$ cat config.mk
export PLATFORM = sky130hd
export DESIGN_NAME = sesg_status
export DESIGN_NICKNAME = d
export VERILOG_FILES = /design/src/sesg_pkg.sv /design/src/sesg_edge.sv /design/src/sesg_status.sv
export SDC_FILE = /design/constraint.sdc
export NUM_CORES = 1
export LEC_CHECK = 0
export BUFFER_PORTS_ARGS = -buffer_cell sky130_fd_sc_hd__buf_2
export CAP_MARGIN = 10
export CORE_MARGIN = 3
export CORE_UTILIZATION = 40
export DETAILED_ROUTE_END_ITERATION = 10
export SYNTH_ARGS = -nofsm -noshare
export SYNTH_HDL_FRONTEND = slang
export SYNTH_SLANG_ARGS = --single-unit
$ cat constraint.sdc
create_clock -name clk_i -period 3.1 [get_ports clk_i]
set_clock_uncertainty 0.15 [all_clocks]
set_input_delay 0.465 -clock clk_i [delete_from_list [all_inputs] [get_ports clk_i]]
set_output_delay 0.465 -clock clk_i [all_outputs]
set_load 0.02 [all_outputs]
$ cat src/sesg_pkg.sv
package sesg_pkg;
  // standard event status bit positions
  localparam int unsigned SESG_BIT_OPC  = 0;
  localparam int unsigned SESG_BIT_RQC  = 1;
  localparam int unsigned SESG_BIT_QYE  = 2;
  localparam int unsigned SESG_BIT_DDE  = 3;
  localparam int unsigned SESG_BIT_EXE  = 4;
  localparam int unsigned SESG_BIT_CME  = 5;
  localparam int unsigned SESG_BIT_URQ  = 6;
  localparam int unsigned SESG_BIT_PON  = 7;
  localparam int unsigned SESG_W        = 8;
  localparam int unsigned SESG_SUM_BIT  = 5;
  localparam logic [7:0]  SESG_MASK_RST = 8'h00;
  localparam logic [7:0]  SESG_USED     = 8'hFF;
  localparam logic [7:0]  SESG_ZERO     = 8'h00;
  // resting level of the synchronised conditions: only idle (not measuring) is high
  localparam logic [6:0]  SESG_COND_IDLE = 7'h01;
  typedef enum logic [1:0] {
    SESG_PWR_CLEAR,
    SESG_PWR_RECORD,
    SESG_PWR_RUN
  } sesg_pwr_t;
endpackage : sesg_pkg

$ cat src/sesg_edge.sv
`timescale 1ns/10ps
// rising-edge detector for one condition; input already synchronised
module sesg_edge (
  input  wire logic clk_i,
  input  wire logic rstn_i,
  input  wire logic level_i,
  output logic      rise_o
);
  logic prev;
  logic next_prev;

  always_comb begin
    next_prev = level_i;
  end

  always_ff @(posedge clk_i) begin
    if (!rstn_i) begin
      prev <= 1'b0;
    end else begin
      prev <= next_prev;
    end
  end

  assign rise_o = level_i & ~prev;
endmodule : sesg_edge

$ cat src/sesg_status.sv
`timescale 1ns/10ps
// Operation
// - enable mask is an 8-bit binary value 0..255, each bit enabling one event
// - unassigned mask bits read zero and writes to them are discarded
// - status byte bit 5 is OR of enabled latched events
// - power-on clears the enable mask to zero
// - mask survives instrument reset command and save or recall
// - event bits set on condition transitions, not levels
// - set event bits stay set until explicitly cleared
// - event latch cleared by clear-status, by its read query, and at power-on
// - power-up clears latch first, then records later events including power-on bit
// - latch read returns binary-weighted value, unassigned bits zero
// - clear-status clears all summarised event registers and the error queue
// - clear-status returns operation-complete command and query logic to idle (here opc_arm_i in the same cycle wins and leaves it armed)
// - clear-status first after terminator also clears output queue and message bit
// - armed operation-complete sets bit 0 on measuring-to-idle transition
module sesg_status
  import sesg_pkg::*;
(
  input  wire logic       clk_i,
  input  wire logic       rstn_i,
  // command interface from the command parser (same clock)
  input  wire logic       mask_wr_i,
  input  wire logic [7:0] mask_wdata_i,
  input  wire logic       latch_rd_i,
  input  wire logic       clear_status_i,
  input  wire logic       after_term_i,
  input  wire logic       opc_arm_i,
  input  wire logic       reset_cmd_i,
  input  wire logic       dev_clear_i,
  // event sources from the instrument (asynchronous levels)
  input  wire logic       measuring_i,
  input  wire logic       req_control_i,
  input  wire logic       query_err_i,
  input  wire logic       dev_err_i,
  input  wire logic       exec_err_i,
  input  wire logic       cmd_err_i,
  input  wire logic       user_req_i,
  // read-back, summary and clear-status pulses to neighbouring blocks
  output logic [7:0]      mask_o,
  output logic [7:0]      latch_o,
  output logic            summary_o,
  output logic            opc_armed_o,
  output logic            clr_other_events_o,
  output logic            clr_error_queue_o,
  output logic            clr_output_queue_o
);

  ////////////////////////////////////////////////////////////////////////
  // synchronisers for asynchronous condition levels
  logic [6:0] sync1;
  logic [6:0] sync2;
  logic [6:0] raw_cond;
  logic [6:0] cond_rise;
  logic       meas_fall;

  assign raw_cond = {user_req_i, cmd_err_i, exec_err_i, dev_err_i,
                     query_err_i, req_control_i, ~measuring_i};

  always_ff @(posedge clk_i) begin
    if (!rstn_i) begin
      sync1 <= SESG_COND_IDLE;
      sync2 <= SESG_COND_IDLE;
    end else begin
      sync1 <= raw_cond;
      sync2 <= sync1;
    end
  end

  genvar gi;
  generate
    for (gi = 0; gi < 7; gi++) begin : g_edge
      sesg_edge u_edge (
        .clk_i   (clk_i),
        .rstn_i  (rstn_i),
        .level_i (sync2[gi]),
        .rise_o  (cond_rise[gi])
      );
    end
  endgenerate

  // measuring-to-idle is the rise of the idle level; synchronisers rest at idle and the
  // edge seen while still clearing after reset is ignored, so no false completion
  assign meas_fall = cond_rise[0] & (pwr != SESG_PWR_CLEAR);

  ////////////////////////////////////////////////////////////////////////
  // power-up sequencing
  sesg_pwr_t pwr;
  sesg_pwr_t next_pwr;

  always_comb begin
    next_pwr = pwr;
    unique case (pwr)
      SESG_PWR_CLEAR:  next_pwr = SESG_PWR_RECORD;
      SESG_PWR_RECORD: next_pwr = SESG_PWR_RUN;
      SESG_PWR_RUN:    next_pwr = SESG_PWR_RUN;
    endcase
  end

  always_ff @(posedge clk_i) begin
    if (!rstn_i) begin
      pwr <= SESG_PWR_CLEAR;
    end else begin
      pwr <= next_pwr;
    end
  end

  ////////////////////////////////////////////////////////////////////////
  // enable mask, latch, operation-complete arming
  logic [7:0] mask;
  logic [7:0] next_mask;
  logic [7:0] latch;
  logic [7:0] next_latch;
  logic [7:0] set_bits;
  logic       opc_armed;
  logic       next_opc_armed;
  logic       summary;
  logic       next_summary;

  always_comb begin
    set_bits = SESG_ZERO;
    set_bits[SESG_BIT_OPC] = opc_armed & meas_fall;
    set_bits[SESG_BIT_RQC] = cond_rise[1];
    set_bits[SESG_BIT_QYE] = cond_rise[2];
    set_bits[SESG_BIT_DDE] = cond_rise[3];
    set_bits[SESG_BIT_EXE] = cond_rise[4];
    set_bits[SESG_BIT_CME] = cond_rise[5];
    set_bits[SESG_BIT_URQ] = cond_rise[6];
    set_bits[SESG_BIT_PON] = (pwr == SESG_PWR_RECORD);
  end

  always_comb begin
    // mask ignores reset_cmd_i: only power-on and mask_wr_i touch it
    next_mask = mask;
    if (mask_wr_i) begin
      next_mask = mask_wdata_i & SESG_USED;
    end
  end

  always_comb begin
    next_latch = latch;
    if (pwr == SESG_PWR_CLEAR) begin
      next_latch = SESG_ZERO;
    end else begin
      if (clear_status_i || latch_rd_i) begin
        next_latch = SESG_ZERO;
      end
      // events in the clearing cycle are kept
      next_latch = next_latch | (set_bits & SESG_USED);
    end
  end

  always_comb begin
    next_opc_armed = opc_armed;
    if (opc_arm_i) begin
      next_opc_armed = 1'b1;
    end else if (clear_status_i || reset_cmd_i || dev_clear_i || meas_fall) begin
      next_opc_armed = 1'b0;
    end
  end

  always_comb begin
    next_summary = |(next_latch & next_mask);
  end

  always_ff @(posedge clk_i) begin
    if (!rstn_i) begin
      mask      <= SESG_MASK_RST;
      latch     <= SESG_ZERO;
      opc_armed <= 1'b0;
      summary   <= 1'b0;
    end else begin
      mask      <= next_mask;
      latch     <= next_latch;
      opc_armed <= next_opc_armed;
      summary   <= next_summary;
    end
  end

  ////////////////////////////////////////////////////////////////////////
  // clear-status side effects on neighbouring blocks
  logic clr_other;
  logic clr_err;
  logic clr_outq;

  always_ff @(posedge clk_i) begin
    if (!rstn_i) begin
      clr_other <= 1'b0;
      clr_err   <= 1'b0;
      clr_outq  <= 1'b0;
    end else begin
      clr_other <= clear_status_i;
      clr_err   <= clear_status_i;
      clr_outq  <= clear_status_i & after_term_i;
    end
  end

  assign mask_o             = mask;
  assign latch_o            = latch;
  assign summary_o          = summary;
  assign opc_armed_o        = opc_armed;
  assign clr_other_events_o = clr_other;
  assign clr_error_queue_o  = clr_err;
  assign clr_output_queue_o = clr_outq;
endmodule : sesg_status

# After elaboration in Yosys (flattened, before gate mapping)
# Index checks and enable logic that the tools add are counted.
[totals]
regBits = 43
in_bits = 24
output_inout_bits = 21
elab_cells = 54
[classes]
n_eq_ne = 2
mux = 7
bitwise = 20
n_reduce_logical = 9
[ops]
columns = ["op", "count"]
rows = [
  ["two-way mux 8 bit", 4],
  ["bitwise AND 1 bit", 10],
  ["bitwise AND 8 bit", 1],
  ["inverter 1 bit", 8],
  ["bitwise OR 8 bit", 1],
  ["OR reduction 8 bit", 1],
  ["logical OR 1 bit", 4],
  ["one-hot mux 2 bit (2 select lines)", 1],
  ["nonzero test 2 bit", 2],
  ["== test 2 x 1 -> 1 bit (second input constant)", 1],
  ["== test 2 bit (second input constant)", 1],
  ["logical NOT 2 bit", 1],
  ["two-way mux 1 bit", 2],
  ["OR reduction 2 bit", 1],
]

# Logic depth before layout (Yosys ltp)
[logic_depth]
ltp_word = 8
mapped_depth = 5
ltp_nobuf = 5

# Cells and area by module
# From an unflattened synthesis, not the netlist that was laid out.
[unflattened]
cells_unflattened = 135
hier_area_um2 = 1526.5
[by_module_without_submodules]
columns = ["module", "instances", "cells_per_inst", "area_each_um2", "seq_area_each_um2"]
rows = [
  ["sesg_status", 1, 114, 1246.2, 720.7],
  ["sesg_edge", 7, 3, 40.0, 20.0],
]

# Worst setup path after synthesis
# No wires, ideal clock.
[synth_path]
path_type = "input -> register"
start = "in mask_wr_i"
end = "reg summary, in the netlist summary_o"
setup_time_ns = 0.131
arrival_ns = 1.233
required_time_ns = 2.819
slack_ns = 1.586
cell_stages = 5
path_buffers = 1
cell_sequence = "buf_4 > mux2i_1 > a21oi_1 > nor4_1 > a31oi_1"
[synth_between]
elab_chain_len = 3
[synth_lines]
columns = ["element", "line", "source"]
rows = [
  ["from (decl)", "sesg_status.sv:23", "input wire logic mask_wr_i,"],
  ["two-way mux 8 bit", "sesg_status.sv:135", "if (mask_wr_i) begin"],
  ["bitwise AND 8 bit", "sesg_status.sv:163", "next_summary = |(next_latch & next_mask);"],
  ["OR reduction 8 bit", "sesg_status.sv:163", ""],
  ["to (signal assigned)", "sesg_status.sv:176", "summary <= next_summary;"],
  ["to (decl)", "sesg_status.sv:117", "logic summary;"],
]
# Every way passes these cells.
# A chain may end at the register's enable or synchronous reset.

# Worst setup path after layout
[layout_path]
start = "reg opc_armed, in the netlist opc_armed_o"
end = "out opc_armed_o"
[layout_rtl]
columns = ["element", "line", "source"]
rows = [
  ["from (decl)", "sesg_status.sv:115", "logic opc_armed;"],
  ["from (signal assigned)", "sesg_status.sv:175", "opc_armed <= next_opc_armed;"],
  ["to (decl)", "sesg_status.sv:43", "output logic opc_armed_o,"],
]
# No word-level cell between the ends.

==> flow_metrics.tcl <==
set metrics [dict create \
    fp-row-count 21 \
    ioPinCount 45 \
    cts_sinks 43 \
    overflow 0 \
    antenna_found_initial 0 \
    hold_viol_final 0 \
    antenna_left 0 \
    gp_congestion 0.753 \
    final_area_mm2 0.00176 \
    nNetsFinal 205 \
    outcome "finished clean" \
    placed_area_mm2 0.00170 \
    endpoint_kind "output port" \
    holdBufCountCts 0 \
    hold_class "in2reg" \
    synth_top_area_frac 0.591 \
    avgSynthCellArea_um2 10.8 \
    core_region_area_mm2 0.00342 \
    netlist_top_cells_area "dfxtp_1 59%, and2_1 8.6%, nor2b_1 6.0%" \
    critical_path_class "reg2out" \
    via_count 1011 \
    cp_slowest_cell "dfxtp_1" \
    worst_r2r_path_depth 5 \
    crit_path_start_kind "register" \
    cpPeakStageDelay_ps 360 \
    grt_pass1_wl_um 4220 \
    drive_above_1_share 0.294 \
    num-fill-cells 335 \
    yosysWarningCount 0 \
    hpwl_um 1850 \
    cts-resized-gates 0 \
    rsz0062_at_grt "false" \
    io_buffers 44 \
    ys_types 24 \
    grt_pass1_vias 941 \
    cts_setup_buffers 0 \
    start_util 0.426 \
    drt-pass1-iter-count 2 \
    syn_inst 135 \
    tightest_slew_ps 471 \
    relSlewSlack 0.686 \
    clock.fmax_ghz 0.670 \
    viasPerCell 4.47 \
    intPower_mw 0.775 \
    cp_max_fo 3 \
    synth-seq-cells 43 \
    synth-seq-area-share 0.591 \
    syn_nets 160 \
    p_seq_frac 0.578 \
    ir_worst_vdd_mv 0.377 \
    cap_violations 0 \
    die_x_um 66.3 \
    slew_viol_final 0 \
    setup-violations-final 0 \
    cts_tree "yes" \
    cp.depth 1 \
    drt_iter0_markers 40 \
    crit_arrival_ps 880 \
    crit_chain "buf_2" \
    synthArstFlopShare 0 \
    cp_top_family "flip-flops" \
    detail_route.wl_per_cell_um 11.2 \
    die_y_um 66.3 \
    required_ps 2480 \
    gr-usage-all-layers 0.131 \
    hold_depth 2 \
    path_clk_slew_ps 110 \
    area_growth_pct 20.9 \
    routed_wirelength_um 2540 \
    fin_crit_sh 0.482 \
    p_clk_frac 0.254 \
    cp_num_buf_inv 1 \
    tns_ps 0 \
    yosysMostFrequentCell "dfxtp_1" \
    period_minus_slack_ps 1490 \
    htreeDepth 2 \
    clock_path_buffers 2 \
    synth_area_mm2 0.00146 \
    antennaDiodeCount 0 \
    yosys.area.top_type "dfxtp_1" \
    synthFlopType "dfxtp_1" \
    power_density_mw_per_mm2 606 \
    synth-edff-count 0 \
    p_leak_nw 0.817 \
    pwr-share-comb 0.168 \
    die_area_mm2 0.00440 \
    swShare 0.273 \
    synth_common_cells "43 x dfxtp_1, 20 x and2_1, 14 x nor2b_1" \
    power.switching_mw 0.292 \
    grt_max_degree 38 \
    cts_made_buffers 5 \
    clk_latency_ps 350 \
    drc 0 \
    root_buffer "clkbuf_4" \
]
-- through the flow --
step / setup slack [ps] / power, mW / cells / hold slack, ps / util
after floorplan: 1590 / 0.748 / 135 / 236 / -
after global placement: 1430 / 0.801 / 219 / 239 / 0.499
after detailed placement: 1360 / 0.810 / 219 / 247 / 0.499
after CTS: 1590 / 1.08 / 226 / 98.4 / 0.515
after global routing: 1540 / 1.13 / 226 / 105 / 0.515
final: 1610 / 1.07 / 226 / 111 / 0.515
-- worst paths after layout --
path / from / end / slack, ps
worst max register to register: pwr[1] / latch_o[3] / 1800
worst max-delay path: opc_armed_o / opc_armed_o / 1610
worst min-delay path: measuring_i / sync1[0] / 110
worst min register to register: sync1[0] / sync2[0] / 270
-- routing by layer --
layer / GRT usage / part of all wire / vias up
met5: 0 / 0 / -
met4: 0.0609 / 0.020 / 0
met3: 0.0612 / 0.073 / 7
met2: 0.201 / 0.48 / 26
met1: 0.153 / 0.42 / 446
li1: - / - / 532
-- cells by family after synthesis --
kind of cell | synth area share
compound gates | 0.0739
buf+inv | 0.0309
simple gates | 0.241
mux | 0.0550
flops | 0.591
fa+ha+maj | 0.00859
-- power groups by stage --
stage | combinational, mW | sequential [mW] | clock, mW
after global placement | 0.174 | 0.627 | 0
final | 0.179 | 0.616 | 0.271
after CTS | 0.183 | 0.616 | 0.282
after detailed placement | 0.182 | 0.628 | 0
after floorplan | 0.0979 | 0.650 | 0
after global routing | 0.202 | 0.621 | 0.309
-- cell type report --
class                           instances  area [um^2]  share of cell area
Sequential cell                        43          861               0.489
Clock inverter                          1         5.00             0.00284
Clock buffer                            6         51.3              0.0291
Multi-Input combinational cell         82          551               0.313
Tap cell                               46         57.6              0.0327
Inverter                                4         15.0             0.00853
Timing Repair Buffer                   44          220               0.125
-- cells in the final DEF, fill, tap and decap left out, types with 2 or more instances in the layout --
cell,count
a21oi_1,11
a31oi_1,2
and2_1,20
buf_2,44
clkbuf_4,5
dfxtp_1,43
inv_1,4
mux2i_1,8
nand2_1,2
nand2b_1,4
nor2_1,5
nor2b_1,14
o22a_1,2
or3b_1,4
-- state kept, by name (all words and copies together) (netlist names) --
register,flops
pwr,2
latch_o,8
sync1,7
opc_armed_o,1
mask_o,8
clr_output_queue_o,1
sync2,7
summary_o,1
clr_error_queue_o,1
g_edge.u_edge.prev,7
Note: power is estimated with default switching activity, not from simulation.
